## src/prs_pkg.sv

```systemverilog
// package: register map, field positions and reset values of the result block
package prs_pkg;
    localparam logic [7:0] ADDR_REF_LOW   = 8'h15;
    localparam logic [7:0] ADDR_REF_MID   = 8'h16;
    localparam logic [7:0] ADDR_REF_HIGH  = 8'h17;
    localparam logic [7:0] ADDR_OFS_LOW   = 8'h18;
    localparam logic [7:0] ADDR_OFS_HIGH  = 8'h19;
    localparam logic [7:0] ADDR_LP_CFG    = 8'h1A;
    localparam logic [7:0] ADDR_INT_ORIG  = 8'h25;
    localparam logic [7:0] ADDR_Q_STATUS  = 8'h26;
    localparam logic [7:0] ADDR_S_STATUS  = 8'h27;
    localparam logic [7:0] ADDR_RES_LOW   = 8'h28;
    localparam logic [7:0] ADDR_RES_MID   = 8'h29;
    localparam logic [7:0] ADDR_RES_HIGH  = 8'h2A;

    localparam int BIT_LOW_CURRENT_ENABLE       = 0;
    localparam int BIT_LP_RSVD     = 1;
    localparam int BIT_BOOT_STAT   = 7;
    localparam int BIT_INT_ACTIVE  = 2;
    localparam int BIT_P_LOW_EVT   = 1;
    localparam int BIT_P_HIGH_EVT  = 0;
    localparam int BIT_WATERMARK   = 7;
    localparam int BIT_Q_OVERWRITE = 6;
    localparam int BIT_T_OVERRUN   = 5;
    localparam int BIT_P_OVERRUN   = 4;
    localparam int BIT_T_AVAIL     = 1;
    localparam int BIT_P_AVAIL     = 0;

    localparam logic [23:0] RST_REFERENCE = 24'h000000;
    localparam logic [15:0] RST_OFFSET    = 16'h0000;
    localparam logic [7:0]  RST_LP_CFG    = 8'h00;
    localparam logic [23:0] RST_RESULT    = 24'h000000;
    localparam int          QUEUE_DEPTH   = 32;
endpackage : prs_pkg

```

## src/prs_result_regs.sv

```systemverilog
// result, reference, offset and status register set of the pressure readout
//
// Operation
// reference pressure is 24-bit signed, bytes at 17h, 16h, 15h
// reference used only while auto zeroing or reference restore is on
// 16-bit signed calibration offset, bytes at 19h and 18h
// low_current_enable bit 0, reset 0: normal low-noise, set: low-current
// host changes low_current_enable only while powered down
// low_current_enable applies to one-shot and continuous conversion alike
// host writes zeros to bits 7..2, keeps reserved bit 1
// interrupt origin bit 7 is one while boot is running
// interrupt_active bit 2 shows one or more events were generated
// bit 1 low pressure event, bit 0 high pressure event
// watermark_reached bit 7 set when fill reaches threshold
// queue_overwritten bit 6 when full and a sample was overwritten
// unread_sample_count six bits, 0 empty up to 32 full
// status bit 5 set when temperature sample overwrote unread one
// status bit 4 set when pressure sample overwrote unread one
// status bit 1 set when new temperature sample produced
// status bit 0 set when new pressure sample produced
// status register refreshed once every output data rate cycle
// 24-bit signed result at 2Ah high, 29h mid, 28h low
// without diff, zeroing or restore, result is measurement minus offset
// with block_update_hold, outputs freeze until high result byte read
// software reset returns the reference registers to defaults
// unused status bits read zero, writes to read-only registers ignored
// data-available flags clear once host reads the output data
`timescale 1ns/100ps
`default_nettype none

module prs_result_regs
    import prs_pkg::*;
#(
    parameter int SAMPLE_W = 24,
    parameter int OFFSET_W = 16
) (
    input  wire logic                core_clk,         // 40 MHz clock
    input  wire logic                rst_b,            // sync reset, low
    input  wire logic                reg_wr,           // register write strobe
    input  wire logic                reg_rd,           // register read strobe
    input  wire logic [7:0]          reg_addr,         // register address
    input  wire logic [7:0]          reg_wdata,        // write data
    output logic      [7:0]          reg_rdata,        // read data
    input  wire logic                software_reset,   // soft reset pulse
    input  wire logic                block_update_hold,// freeze outputs
    input  wire logic                automatic_zeroing,// zeroing enabled
    input  wire logic                automatic_reference_restore, // restore
    input  wire logic                differential_enable, // diff enabled
    input  wire logic                odr_tick,         // one per OUTPUT_DATA_RATE cycle
    input  wire logic                p_sample_valid,   // new pressure sample
    input  wire logic [SAMPLE_W-1:0] p_measured,       // raw pressure
    input  wire logic                t_sample_valid,   // new temperature
    input  wire logic                t_data_read,      // host read temp out
    input  wire logic                boot_running,     // boot in progress
    input  wire logic                pressure_low_event,  // low event
    input  wire logic                pressure_high_event, // high event
    input  wire logic [5:0]          unread_sample_count, // queue fill
    input  wire logic [4:0]          watermark_level,  // queue threshold
    input  wire logic                queue_overwritten,// queue overwrote
    output logic                     low_current_enable, // mode select
    output logic                     reference_in_use, // reference selected
    output logic [SAMPLE_W-1:0]      reference_pressure_bits, // reference
    output logic [SAMPLE_W-1:0]      pressure_result_bits // result word
);
    import prs_pkg::*;

    if (SAMPLE_W != 24 || OFFSET_W != 16) begin : g_width_check
        $error("prs_result_regs: only 24/16-bit widths supported");
    end

    // ------------------------------------------------------------------
    // host side registers
    // ------------------------------------------------------------------
    logic [23:0] ref_q;
    logic [15:0] ofs_q;
    logic [7:0]  lp_cfg_q;
    logic [23:0] result_q;
    logic        hold_q;
    logic [7:0]  status_q;
    logic [7:0]  int_orig_q;
    logic [7:0]  q_status_q;
    logic        p_avail_q, t_avail_q, p_or_q, t_or_q;

    function automatic logic hit(input logic [7:0] a, input logic [7:0] b);
        hit = (a == b);
    endfunction : hit

    wire wr_ref_l = reg_wr && hit(reg_addr, ADDR_REF_LOW);
    wire wr_ref_m = reg_wr && hit(reg_addr, ADDR_REF_MID);
    wire wr_ref_h = reg_wr && hit(reg_addr, ADDR_REF_HIGH);
    wire wr_ofs_l = reg_wr && hit(reg_addr, ADDR_OFS_LOW);
    wire wr_ofs_h = reg_wr && hit(reg_addr, ADDR_OFS_HIGH);
    wire wr_lp    = reg_wr && hit(reg_addr, ADDR_LP_CFG);
    wire rd_high  = reg_rd && hit(reg_addr, ADDR_RES_HIGH);
    wire rd_out   = reg_rd && (hit(reg_addr, ADDR_RES_LOW)
                    || hit(reg_addr, ADDR_RES_MID) || rd_high);

    // reference bytes; software reset wins over a write
    always_ff @(posedge core_clk) begin
        if (!rst_b || software_reset) begin
            ref_q <= RST_REFERENCE;
        end else begin
            if (wr_ref_l) ref_q[7:0]   <= reg_wdata;
            if (wr_ref_m) ref_q[15:8]  <= reg_wdata;
            if (wr_ref_h) ref_q[23:16] <= reg_wdata;
        end
    end

    always_ff @(posedge core_clk) begin
        if (!rst_b) begin
            ofs_q    <= RST_OFFSET;
            lp_cfg_q <= RST_LP_CFG;
        end else begin
            if (wr_ofs_l) ofs_q[7:0]  <= reg_wdata;
            if (wr_ofs_h) ofs_q[15:8] <= reg_wdata;
            // only the mode bit is stored; bits 7..1 read back zero
            if (wr_lp) lp_cfg_q[BIT_LOW_CURRENT_ENABLE] <= reg_wdata[BIT_LOW_CURRENT_ENABLE];
        end
    end

    // one mode bit drives both conversion styles
    assign low_current_enable = lp_cfg_q[BIT_LOW_CURRENT_ENABLE];
    assign reference_in_use   = automatic_zeroing
                                || automatic_reference_restore;
    assign reference_pressure_bits = reference_in_use ? ref_q
                                     : 24'h000000;

    // ------------------------------------------------------------------
    // result path
    // ------------------------------------------------------------------
    wire [23:0] ofs_ext   = {{8{ofs_q[15]}}, ofs_q};
    wire [23:0] corrected = p_measured - ofs_ext;
    wire [23:0] relative  = p_measured - ref_q;
    // the stored reference enters the result only under zeroing or restore
    wire        use_rel   = reference_in_use;
    wire [23:0] new_res   = use_rel ? relative : corrected;
    wire        may_load  = !block_update_hold || !hold_q;

    always_ff @(posedge core_clk) begin
        if (!rst_b) begin
            result_q <= RST_RESULT;
            hold_q   <= 1'b0;
        end else begin
            if (p_sample_valid && may_load) result_q <= new_res;
            if (p_sample_valid && may_load) hold_q <= 1'b1;
            else if (rd_high) hold_q <= 1'b0;
        end
    end
    assign pressure_result_bits = result_q;

    // ------------------------------------------------------------------
    // sample flags: events set, host read clears, set wins
    // ------------------------------------------------------------------
    always_ff @(posedge core_clk) begin
        if (!rst_b) begin
            p_avail_q <= 1'b0;
            t_avail_q <= 1'b0;
            p_or_q    <= 1'b0;
            t_or_q    <= 1'b0;
        end else begin
            if (p_sample_valid) p_avail_q <= 1'b1;
            else if (rd_out) p_avail_q <= 1'b0;
            if (t_sample_valid) t_avail_q <= 1'b1;
            else if (t_data_read) t_avail_q <= 1'b0;
            if (p_sample_valid && p_avail_q) p_or_q <= 1'b1;
            else if (rd_out) p_or_q <= 1'b0;
            if (t_sample_valid && t_avail_q) t_or_q <= 1'b1;
            else if (t_data_read) t_or_q <= 1'b0;
        end
    end

    // ------------------------------------------------------------------
    // status snapshots; sample status refreshed once per OUTPUT_DATA_RATE cycle, interrupt origin and queue status every clock
    // ------------------------------------------------------------------
    wire [7:0] status_d = {2'b00, t_or_q, p_or_q, 2'b00,
                           t_avail_q, p_avail_q};
    wire       evt_any  = pressure_low_event || pressure_high_event;
    wire [7:0] int_d    = {boot_running, 4'h0, evt_any,
                           pressure_low_event, pressure_high_event};
    wire       wm_hit   = unread_sample_count >= {1'b0, watermark_level};
    wire [7:0] q_d      = {wm_hit, queue_overwritten
                           && (unread_sample_count == 6'(QUEUE_DEPTH)),
                           unread_sample_count};

    always_ff @(posedge core_clk) begin
        if (!rst_b) begin
            status_q   <= 8'h00;
            int_orig_q <= 8'h00;
            q_status_q <= 8'h00;
        end else begin
            if (odr_tick) status_q <= status_d;
            int_orig_q <= int_d;
            q_status_q <= q_d;
        end
    end

    // ------------------------------------------------------------------
    // read mux; unmapped addresses read zero
    // ------------------------------------------------------------------
    always_comb begin
        case (reg_addr)
            ADDR_REF_LOW:  reg_rdata = ref_q[7:0];
            ADDR_REF_MID:  reg_rdata = ref_q[15:8];
            ADDR_REF_HIGH: reg_rdata = ref_q[23:16];
            ADDR_OFS_LOW:  reg_rdata = ofs_q[7:0];
            ADDR_OFS_HIGH: reg_rdata = ofs_q[15:8];
            ADDR_LP_CFG:   reg_rdata = lp_cfg_q;
            ADDR_INT_ORIG: reg_rdata = int_orig_q;
            ADDR_Q_STATUS: reg_rdata = q_status_q;
            ADDR_S_STATUS: reg_rdata = status_q;
            ADDR_RES_LOW:  reg_rdata = result_q[7:0];
            ADDR_RES_MID:  reg_rdata = result_q[15:8];
            ADDR_RES_HIGH: reg_rdata = result_q[23:16];
            default:       reg_rdata = 8'h00;
        endcase
    end

    // ------------------------------------------------------------------
    // checks
    // ------------------------------------------------------------------
    property p_software_reset_ref;
        @(posedge core_clk) disable iff (!rst_b)
        software_reset |=> ref_q == RST_REFERENCE;
    endproperty
    a_software_reset_ref: assert property (p_software_reset_ref)
        else $error("reference not reset by software reset");

    property p_avail_set;
        @(posedge core_clk) disable iff (!rst_b)
        p_sample_valid |=> p_avail_q;
    endproperty
    a_avail_set: assert property (p_avail_set)
        else $error("pressure available not set");

    property p_avail_clr;
        @(posedge core_clk) disable iff (!rst_b)
        (rd_out && !p_sample_valid) |=> !p_avail_q;
    endproperty
    a_avail_clr: assert property (p_avail_clr)
        else $error("pressure available not cleared by read");

    property p_hold;
        @(posedge core_clk) disable iff (!rst_b)
        (block_update_hold && hold_q && !rd_high) |=> $stable(result_q);
    endproperty
    a_hold: assert property (p_hold)
        else $error("result changed while held");

    property p_result;
        @(posedge core_clk) disable iff (!rst_b)
        (p_sample_valid && may_load && !use_rel && !differential_enable)
            |=> result_q == $past(p_measured) - $past(ofs_ext);
    endproperty
    a_result: assert property (p_result)
        else $error("result is not measurement minus offset");

    property p_overrun;
        @(posedge core_clk) disable iff (!rst_b)
        (p_sample_valid && p_avail_q) |=> p_or_q;
    endproperty
    a_overrun: assert property (p_overrun)
        else $error("pressure overrun missed");

    property p_boot;
        @(posedge core_clk) disable iff (!rst_b)
        boot_running |=> int_orig_q[BIT_BOOT_STAT];
    endproperty
    a_boot: assert property (p_boot)
        else $error("boot status not shown");

    property p_status_stable;
        @(posedge core_clk) disable iff (!rst_b)
        !odr_tick |=> $stable(status_q);
    endproperty
    a_status_stable: assert property (p_status_stable)
        else $error("status changed outside OUTPUT_DATA_RATE tick");

    property p_lp_rsvd;
        @(posedge core_clk) disable iff (!rst_b)
        wr_lp |=> lp_cfg_q[7:1] == 7'h00
                  && low_current_enable == $past(reg_wdata[BIT_LOW_CURRENT_ENABLE]);
    endproperty
    a_lp_rsvd: assert property (p_lp_rsvd)
        else $error("low power config write wrong");
endmodule : prs_result_regs

`default_nettype wire

```

## config.mk

```make
export PLATFORM = sky130hd
export DESIGN_NAME = prs_result_regs
export DESIGN_NICKNAME = d
export VERILOG_FILES = /design/src/prs_pkg.sv /design/src/prs_result_regs.sv
export SDC_FILE = /design/constraint.sdc
export NUM_CORES = 1
export LEC_CHECK = 0
export ABC_AREA = 1
export BUFFER_PORTS_ARGS = -buffer_cell sky130_fd_sc_hd__buf_4
export CAP_MARGIN = 20
export CORE_MARGIN = 2
export CORE_UTILIZATION = 35
export CTS_CLUSTER_DIAMETER = 80
export DETAILED_ROUTE_END_ITERATION = 10
export PLACE_DENSITY_LB_ADDON = 0.3
export SYNTH_ARGS = -nofsm -noshare
export SYNTH_HDL_FRONTEND = slang
export SYNTH_SLANG_ARGS = --single-unit
```

## constraint.sdc

```tcl
create_clock -name core_clk -period 4.12 [get_ports core_clk]
set_input_delay 0.618 -clock core_clk [delete_from_list [all_inputs] [get_ports core_clk]]
set_output_delay 0.618 -clock core_clk [all_outputs]
set_load 0.005 [all_outputs]
```

After elaboration in Yosys (flattened, before gate mapping)
Index checks and enable logic that the tools add are counted.
Operators by class
  add/sub/neg operators: 2
  magnitude comparators: 1
  eq/ne operators: 13
  muxes and demuxes: 11
  reduce and logical (&&, ||, !) cells: 26
Operators with widths (number)
  8-bit one-hot mux with 12 select lines: 1
  8-bit by 5-bit equality test with 1-bit output (second input constant): 6
  8-bit by 6-bit equality test with 1-bit output (second input constant): 6
  24-bit 2-to-1 mux: 2
  24-bit subtractor: 2
  1-bit logical AND: 12
  2-bit nonzero test: 5
  1-bit 2-to-1 mux: 8
  6-bit equality test (second input constant): 1
  6-bit by 5-bit greater-or-equal comparator with 1-bit output: 1
  1-bit logical OR: 6
  1-bit zero test: 3
Storage, ports and cells
  register bits: 90
  input port bits: 68
  output and inout bits: 58
  word-level logic and storage cells: 69

Logic depth before layout (Yosys ltp)
Gate-level depths: netlist of run 1.
  word-level depth: 6
  mapped depth: 18
  mapped depth without buffers: 16

Worst setup path after synthesis of run 1
OpenSTA, ideal clock, no wires.
  kind: input -> register
  from: input automatic_reference_restore
  to: register result_q[16] (netlist: pressure_result_bits[16])
  arrival time: 2512 ps
  data required time: 4011 ps
  setup slack: 1499 ps
  cell stages on the path: 15
  buffers on the path: 2
  cells stage by stage: nor2_1 > buf_2 > buf_1 > a21oi_1 > ha_1 > nand2_1 > inv_1 > a21oi_1 > inv_1 > a21oi_1 > nand2_1 > nand2_1 > nand3_1 > nand2_1 > inv_1
Between the ends
  word-level cells in the longest chain between the ends: 2
Ends and longest elaborated chain
  from (decl): line prs_result_regs.sv:47  | input wire logic automatic_reference_restore,
  1-bit logical OR: line prs_result_regs.sv:124  | || automatic_reference_restore;
  24-bit 2-to-1 mux: line prs_result_regs.sv:136  | wire [23:0] new_res = use_rel ? relative : corrected;
  to (signal assigned): line prs_result_regs.sv:144  | if (p_sample_valid && may_load) result_q <= new_res;
  to (decl): line prs_result_regs.sv:77  | logic [23:0] result_q;
Every way passes these cells.
A chain may end at the register's enable or synchronous reset.

Worst setup path after layout of run 1
  from: input reg_addr[2]
  to: output reg_rdata[5]
Between the ends
  word-level cells in the longest chain between the ends: 2
  elaborated cells on any way between the ends: 13
Ends and longest elaborated chain
  from (decl): line prs_result_regs.sv:41  | input wire logic [7:0] reg_addr,
  8-bit by 6-bit equality test with 1-bit output / 8-bit by 5-bit equality test with 1-bit output (equally long branches): line prs_result_regs.sv:201  | case (reg_addr)
  8-bit one-hot mux with 12 select lines (*): line prs_result_regs.sv:201
  to (decl): line prs_result_regs.sv:43  | output logic [7:0] reg_rdata,
Mark *: on every way between the ends. The rest lies on a longest branch, timed or not.

==> results of run 1 <==
-- per-layer routing --
layer  part of all wire (%)  vias up
li1                       -     3169
met1                     46     2726
met2                     45      208
met3                    6.0       30
met4                    2.9        0
met5                      0        -
-- worst min path at each step --
stage	to	startpoint	slack, ns	cells after the start
floorplan	t_or_q$_SDFFE_PN0P_	t_or_q$_SDFFE_PN0P_	0.44	2
global placement	t_or_q$_SDFFE_PN0P_	t_or_q$_SDFFE_PN0P_	0.45	2
detailed placement	t_or_q$_SDFFE_PN0P_	t_or_q$_SDFFE_PN0P_	0.46	2
CTS	q_status_q[6]$_SDFF_PN0_	unread_sample_count[0]	0.43	2
global route	q_status_q[6]$_SDFF_PN0_	unread_sample_count[0]	0.44	2
finish	q_status_q[6]$_SDFF_PN0_	unread_sample_count[0]	0.43	2
-- synthesized netlist by cell type --
library cell / instances / area, µm²
inv_4: 1 / 6.26
o22ai_1: 20 / 125
o21bai_1: 2 / 15.0
fa_1: 1 / 20.0
a21oi_2: 1 / 8.76
o21ai_1: 6 / 30.0
a211oi_2: 1 / 12.5
o32ai_1: 1 / 8.76
nand3_2: 3 / 30.0
a21oi_1: 97 / 485
nor2_4: 1 / 11.3
o2bb2ai_1: 3 / 26.3
buf_1: 3 / 11.3
nor3_4: 1 / 16.3
nor3_2: 1 / 10.0
nand3b_1: 4 / 30.0
buf_2: 9 / 45.0
buf_6: 2 / 22.5
nor4_1: 2 / 12.5
and2_1: 2 / 12.5
ha_1: 28 / 350
nand2_4: 3 / 33.8
clkbuf_1: 9 / 33.8
a211oi_1: 3 / 22.5
xor2_1: 7 / 61.3
nand4_1: 7 / 43.8
o21ai_0: 62 / 310
nand2_2: 3 / 18.8
nor2_1: 98 / 368
o2111ai_1: 1 / 8.76
or2_2: 1 / 6.26
dfxtp_1: 86 / 1720
xnor2_1: 1 / 8.76
nand3_1: 50 / 250
nor2_2: 2 / 12.5
nand2_1: 209 / 785
inv_1: 186 / 698
a21o_1: 4 / 30.0
nor3_1: 3 / 15.0
inv_2: 4 / 15.0
-- power groups by stage --
stage / clock (µW) / sequential (µW) / combinational [µW]
2_1_floorplan: 0 / 903 / 241
3_3_place_gp: 0 / 907 / 408
3_5_place_dp: 0 / 908 / 413
4_1_cts: 861 / 889 / 415
5_1_grt: 892 / 892 / 468
6_report: 855 / 889 / 414
-- cells in the final DEF (no fill, tap or decap), drive strengths merged, types with 2 or more instances in the layout --
master     n
nand3b     4
buf      128
and2       2
o2bb2ai    3
dfxtp     86
nor2     101
nand2    215
nor4       2
a211oi     4
a21o       4
o22ai     20
nand4      7
ha        28
clkinv     3
o21ai     68
nor3       5
o21bai     2
xor2       7
clkbuf    10
inv      193
nand3     53
a21oi     98
-- cells by family (layout without fill, tap and decap cells) --
kind of cell,after synthesis,count (layout),synth area share [%]
compound gates,201,201,18.9
buf+inv,214,335,14.5
xor+xnor,8,8,1.22
flops,86,86,30.0
fa+ha+maj,29,29,6.46
simple gates,390,390,28.9
-- final cells by class --
class | count | area (µm²) | share of cell area (%)
Inverter | 191 | 719 | 10.0
Clock buffer | 10 | 239 | 3.34
Multi-Input combinational cell | 628 | 3180 | 44.4
Sequential cell | 86 | 1720 | 24.0
Clock inverter | 6 | 68.8 | 0.961
Tap cell | 216 | 270 | 3.77
Timing Repair Buffer | 128 | 961 | 13.4
-- sequential cells by signal (all words and copies together), names as in the netlist --
| signal | flops |
|---|---|
| p_or_q | 1 |
| p_avail_q | 1 |
| t_avail_q | 1 |
| ofs_q | 16 |
| status_q | 4 |
| pressure_result_bits | 24 |
| t_or_q | 1 |
| q_status_q | 8 |
| hold_q | 1 |
| lp_cfg_q | 1 |
| int_orig_q | 4 |
| ref_q | 24 |
-- worst max-delay path, delay by kind of cell --
family | cells | cell delay [ns]
and+or+nand+nor | 5 | 0.93
buffers and inverters | 3 | 0.44
AOI/OAI and AO/OA | 1 | 0.28
-- per-stage QoR --
step	utilization (%)	setup slack (ns)	total power (µW)	cells
floorplan	-	1.50	1140	928
finish	44.9	1.22	2160	1265
global placement	43.0	1.01	1320	1249
CTS	44.9	1.27	2160	1265
detailed placement	43.0	1.02	1320	1249
global route	44.9	1.09	2250	1265
==> metrics.cfg, run 1 <==
[die]
core_area_mm2=0.0159
rows=46
initial_utilization_pct=36.0
die_area_mm2=0.0174
chipHeight_um=132
die_w_um=132
ios=126

[timing]
setup_viol=0
rsz0062_at_grt=no
skew_ns=0.00957
whs_ns=0.432
relSlewSlack_pct=34.0
tightest_slew_ns=0.988
setup_tns_ns=0
finalCritPeriodShare_pct=70.3
timing.final.hold_violations=0
slew_viol_final=0
finalCriticalPeriod_ns=2.90
max_freq_ghz=0.345

[worst_setup_path]
crit_type=in2out
reg2reg_from=ofs_q[15]$_SDFFE_PN0P_
endpoint=reg_rdata[5]
cp-startpoint=reg_addr[2]
critPathLaunchType=input port
cp-end-kind=primary output
ff2ff_setup_slack_ns=1.67
cpMaxStageDelayCell=nor2_1
rr_worst_depth=13
path_max_fanout=5
arrival_ns=2.28
crit_chain=buf_4 -> nor2_1 -> nand3_1 -> nor2_1 -> inv_1 -> o22ai_1 -> nor3_1 -> nand2_1 -> buf_4
timing.rr.end=pressure_result_bits[19]$_SDFFE_PN0P_
worstPathRequired_ns=3.50
critPathMaxStageDelay_ns=0.44

[power_and_ir_drop]
power_switching_uw=632
ir_drop_uv=209
leakagePower_uw=0.00365
p_comb_share_pct=19.2
p_int_uw=1530
clkPwrFrac_pct=39.6
seq_power_share_pct=41.2
swShare_pct=29.3
power_density_mw_per_mm2=301

[clock_tree]
numCtsBuffers=9
cts_setup_buffers=0
cts_buffer_depth=2
holdBufCountCts=0
clk_pin_slew_ns=0.06
clkSinkCount=86
post_cts_resized=0
htreeDepth=3
cts_root_buf=clkbuf_16
cts_tree=built
clk_latency_ns=0.36

[placed_design]
io_buffers=124
place_area_mm2=0.00685
place_congestion=0.906
place.detailed.hpwl_um=15600

[grt]
track_usage_pct=22.1
overflow=0
grt_pass1_vias=5661
use_met2_pct=35.7
grt_max_degree=38
grtUsageMet1_pct=29.2
grt_pass1_wl_um=29700
grt_antenna_before_repair=0
met3_usage_pct=4.31
grt-busiest-layer=met2

[cells_and_area]
nFillCells=1733
drive_above_1_share_pct=15.9
final_cell_area_mm2=0.00716
nNetsFinal=1141
synthToLayoutAreaGrowth_pct=24.9
n_antenna_cell=0

[yosys]
syn_nets=1025
yosysSeqAreaShare_pct=30.0
ys_ff_latch=86
syn_avg_cell_area_um2=6.18
synth.distinct_cells=40
syn-cell-area_mm2=0.00573
yosys_warnings=0
syn_inst=928

[hold_path]
worstHoldPathType=in2reg

[detailed_routing]
drc=0
final_antenna_net_count=0
post_drt_wl_per_cell_um=15.3
via_per_inst=4.85
drt_wl_total_um=19400
first_pass_iters=5
vias=6133
drt_iter0_drc=501

[flow_run]
drv_cap=0

[outcome]
status=completed

(Power assumes the default switching activity.)
==> inputs of run 2 (changes only) <==
- clock period: 4.12 -> 2.44 ns (I/O delays scaled with it)
==> run 2 against run 1 <==
Utilization grew 3.5 points. Highest routed layer unchanged. Largest cell class unchanged. Clock skew shrank 0.0017 ns. Setup slack lost 1.1 ns. Power grew 72%. Cell count grew 5.4%.
==> metrics.cfg, run 2 (same netlist as run 1, synthesis figures left out) <==
[placed_design]
io_buffers=124
place.detailed.hpwl_um=16300
place_congestion=0.885

[clock_tree]
htreeDepth=3
numCtsBuffers=9
cts_root_buf=clkbuf_16
clk_latency_ns=0.35
cts_tree=built
clkSinkCount=86
cts_buffer_depth=2
clk_pin_slew_ns=0.07

[grt]
grt_max_degree=34
grt_antenna_before_repair=0
grt_pass1_vias=6049
overflow=0
track_usage_pct=23.0
grt_pass1_wl_um=31200

[die]
initial_utilization_pct=36.0
rows=46
ios=126
die_area_mm2=0.0174
core_area_mm2=0.0159
die_w_um=132
chipHeight_um=132

[cells_and_area]
nNetsFinal=1209
layout_common_cells=209 x nand2_1, 194 x buf_4, 186 x inv_1
nFillCells=1717
final_common_cell=nand2_1
synthToLayoutAreaGrowth_pct=34.7
multi_input_area_mm2=0.00321
n_antenna_cell=0
ff_latch_area_mm2=0.00172
finalCoreUtilization_pct=48.4
drive_above_1_share_pct=21.8

[detailed_routing]
first_pass_iters=5
drt_wl_total_um=20000
wl_met1_um=8730
vias=6439
wl_met2_um=9360
drt_iter0_drc=511
drc=0
wl_met3_um=1380
maxUsedRoutingLayer=met4
via_per_inst=4.83
final_antenna_net_count=0
post_drt_wl_per_cell_um=15.0

[power_and_ir_drop]
leakagePower_uw=0.00400
seq_power_share_pct=40.5
swShare_pct=28.9
p_comb_share_pct=20.9
power_density_mw_per_mm2=480
power_switching_uw=1070
totalPowerFinal_uw=3710
ir_drop_uv=377
p_int_uw=2630
clkPwrFrac_pct=38.6

[timing]
tightest_slew_ns=0.657
max_freq_ghz=0.439
slew_viol_final=0
relSlewSlack_pct=56.2
finalCritPeriodShare_pct=93.4
finalCriticalPeriod_ns=2.28
setup_tns_ns=0
rsz0062_at_grt=yes
skew_ns=0.00790
timing.final.hold_violations=0
setup_viol=0

[worst_setup_path]
reg2reg_from=ref_q[0]$_SDFFE_PP0P_
timing.rr.end=pressure_result_bits[10]$_SDFFE_PN0P_
path_max_fanout=3
arrival_ns=2.52
crit_type=reg2reg
critPathLaunchType=register
rr_worst_depth=14
worstPathRequired_ns=2.68
cp-end-kind=register
ff2ff_setup_slack_ns=0.16

[hold_path]
holdPathEnd=q_status_q[6]$_SDFF_PN0_
worstHoldPathType=in2reg
worstHoldStart=unread_sample_count[0]
hold_depth=2

[flow_run]
drv_cap=0

[outcome]
status=completed

[run 2: cell count changes in the layout (fill, tap and decap cells not counted), sizes merged]
cell  change
buf      +68
[run 2: power groups by stage]
stage	sequential (µW)	combinational (µW)	clock (µW)
finish	1500	773	1430
global route	1510	869	1510
CTS	1500	767	1450
detailed placement	1530	764	0
global placement	1530	755	0
floorplan	1520	406	0
[run 2: per-layer routing]
layer / up-vias / global-route usage, %
li1: 3314 / -
met1: 2872 / 29.7
met2: 220 / 38.0
met3: 33 / 4.84
met4: 0 / 8.03
met5: - / 0
[run 2: worst max path at each step]
stage / start / to
6_report: ref_q[0]$_SDFFE_PP0P_ / pressure_result_bits[10]$_SDFFE_PN0P_
5_1_grt: ref_q[0]$_SDFFE_PP0P_ / pressure_result_bits[10]$_SDFFE_PN0P_
4_1_cts: automatic_reference_restore / pressure_result_bits[21]$_SDFFE_PN0P_
3_5_place_dp: automatic_reference_restore / pressure_result_bits[21]$_SDFFE_PN0P_
3_3_place_gp: automatic_reference_restore / pressure_result_bits[23]$_SDFFE_PN0P_
2_1_floorplan: automatic_reference_restore / pressure_result_bits[16]$_SDFFE_PN0P_
[run 2: area by class of cell]
type,count,share of cell area (%)
Inverter,191,9.32
Tap cell,216,3.50
Timing Repair Buffer,196,19.3
Clock inverter,6,0.891
Clock buffer,10,3.09
Sequential cell,86,22.3
Multi-Input combinational cell,628,41.6
[run 2: repair_timing]
action / 4_1_cts / 5_1_grt
setup buffers: 0 / 0
endpoints found under the setup margin: 0 / 14
hold buffers: 0 / 0
gates resized for setup: 0 / 14
[run 2: critical path: stages (launching register included)]
cell and delay, ns:
dfxtp_1 0.31, inv_1 0.07, nor2_2 0.14, o21bai_1 0.14
ha_1 0.17, inv_1 0.06, fa_1 0.41, nand3_2 0.12
inv_1 0.07, nand3_1 0.08, nand3_1 0.13, buf_4 0.16
xor2_1 0.13, o21ai_0 0.14, inv_1 0.05
[run 2: metrics by stage]
step / hold WS (ns) / area, µm² / instances / setup WS [ns]
6_report: 0.194 / 7720 / 1333 / 0.161
5_1_grt: 0.195 / 7720 / 1333 / -0.0257
4_1_cts: 0.186 / 7680 / 1333 / 0.0397
3_5_place_dp: 0.458 / 7380 / 1317 / -0.312
3_3_place_gp: 0.451 / 7380 / 1317 / -0.244
2_1_floorplan: 0.439 / 5730 / 928 / 0.0707
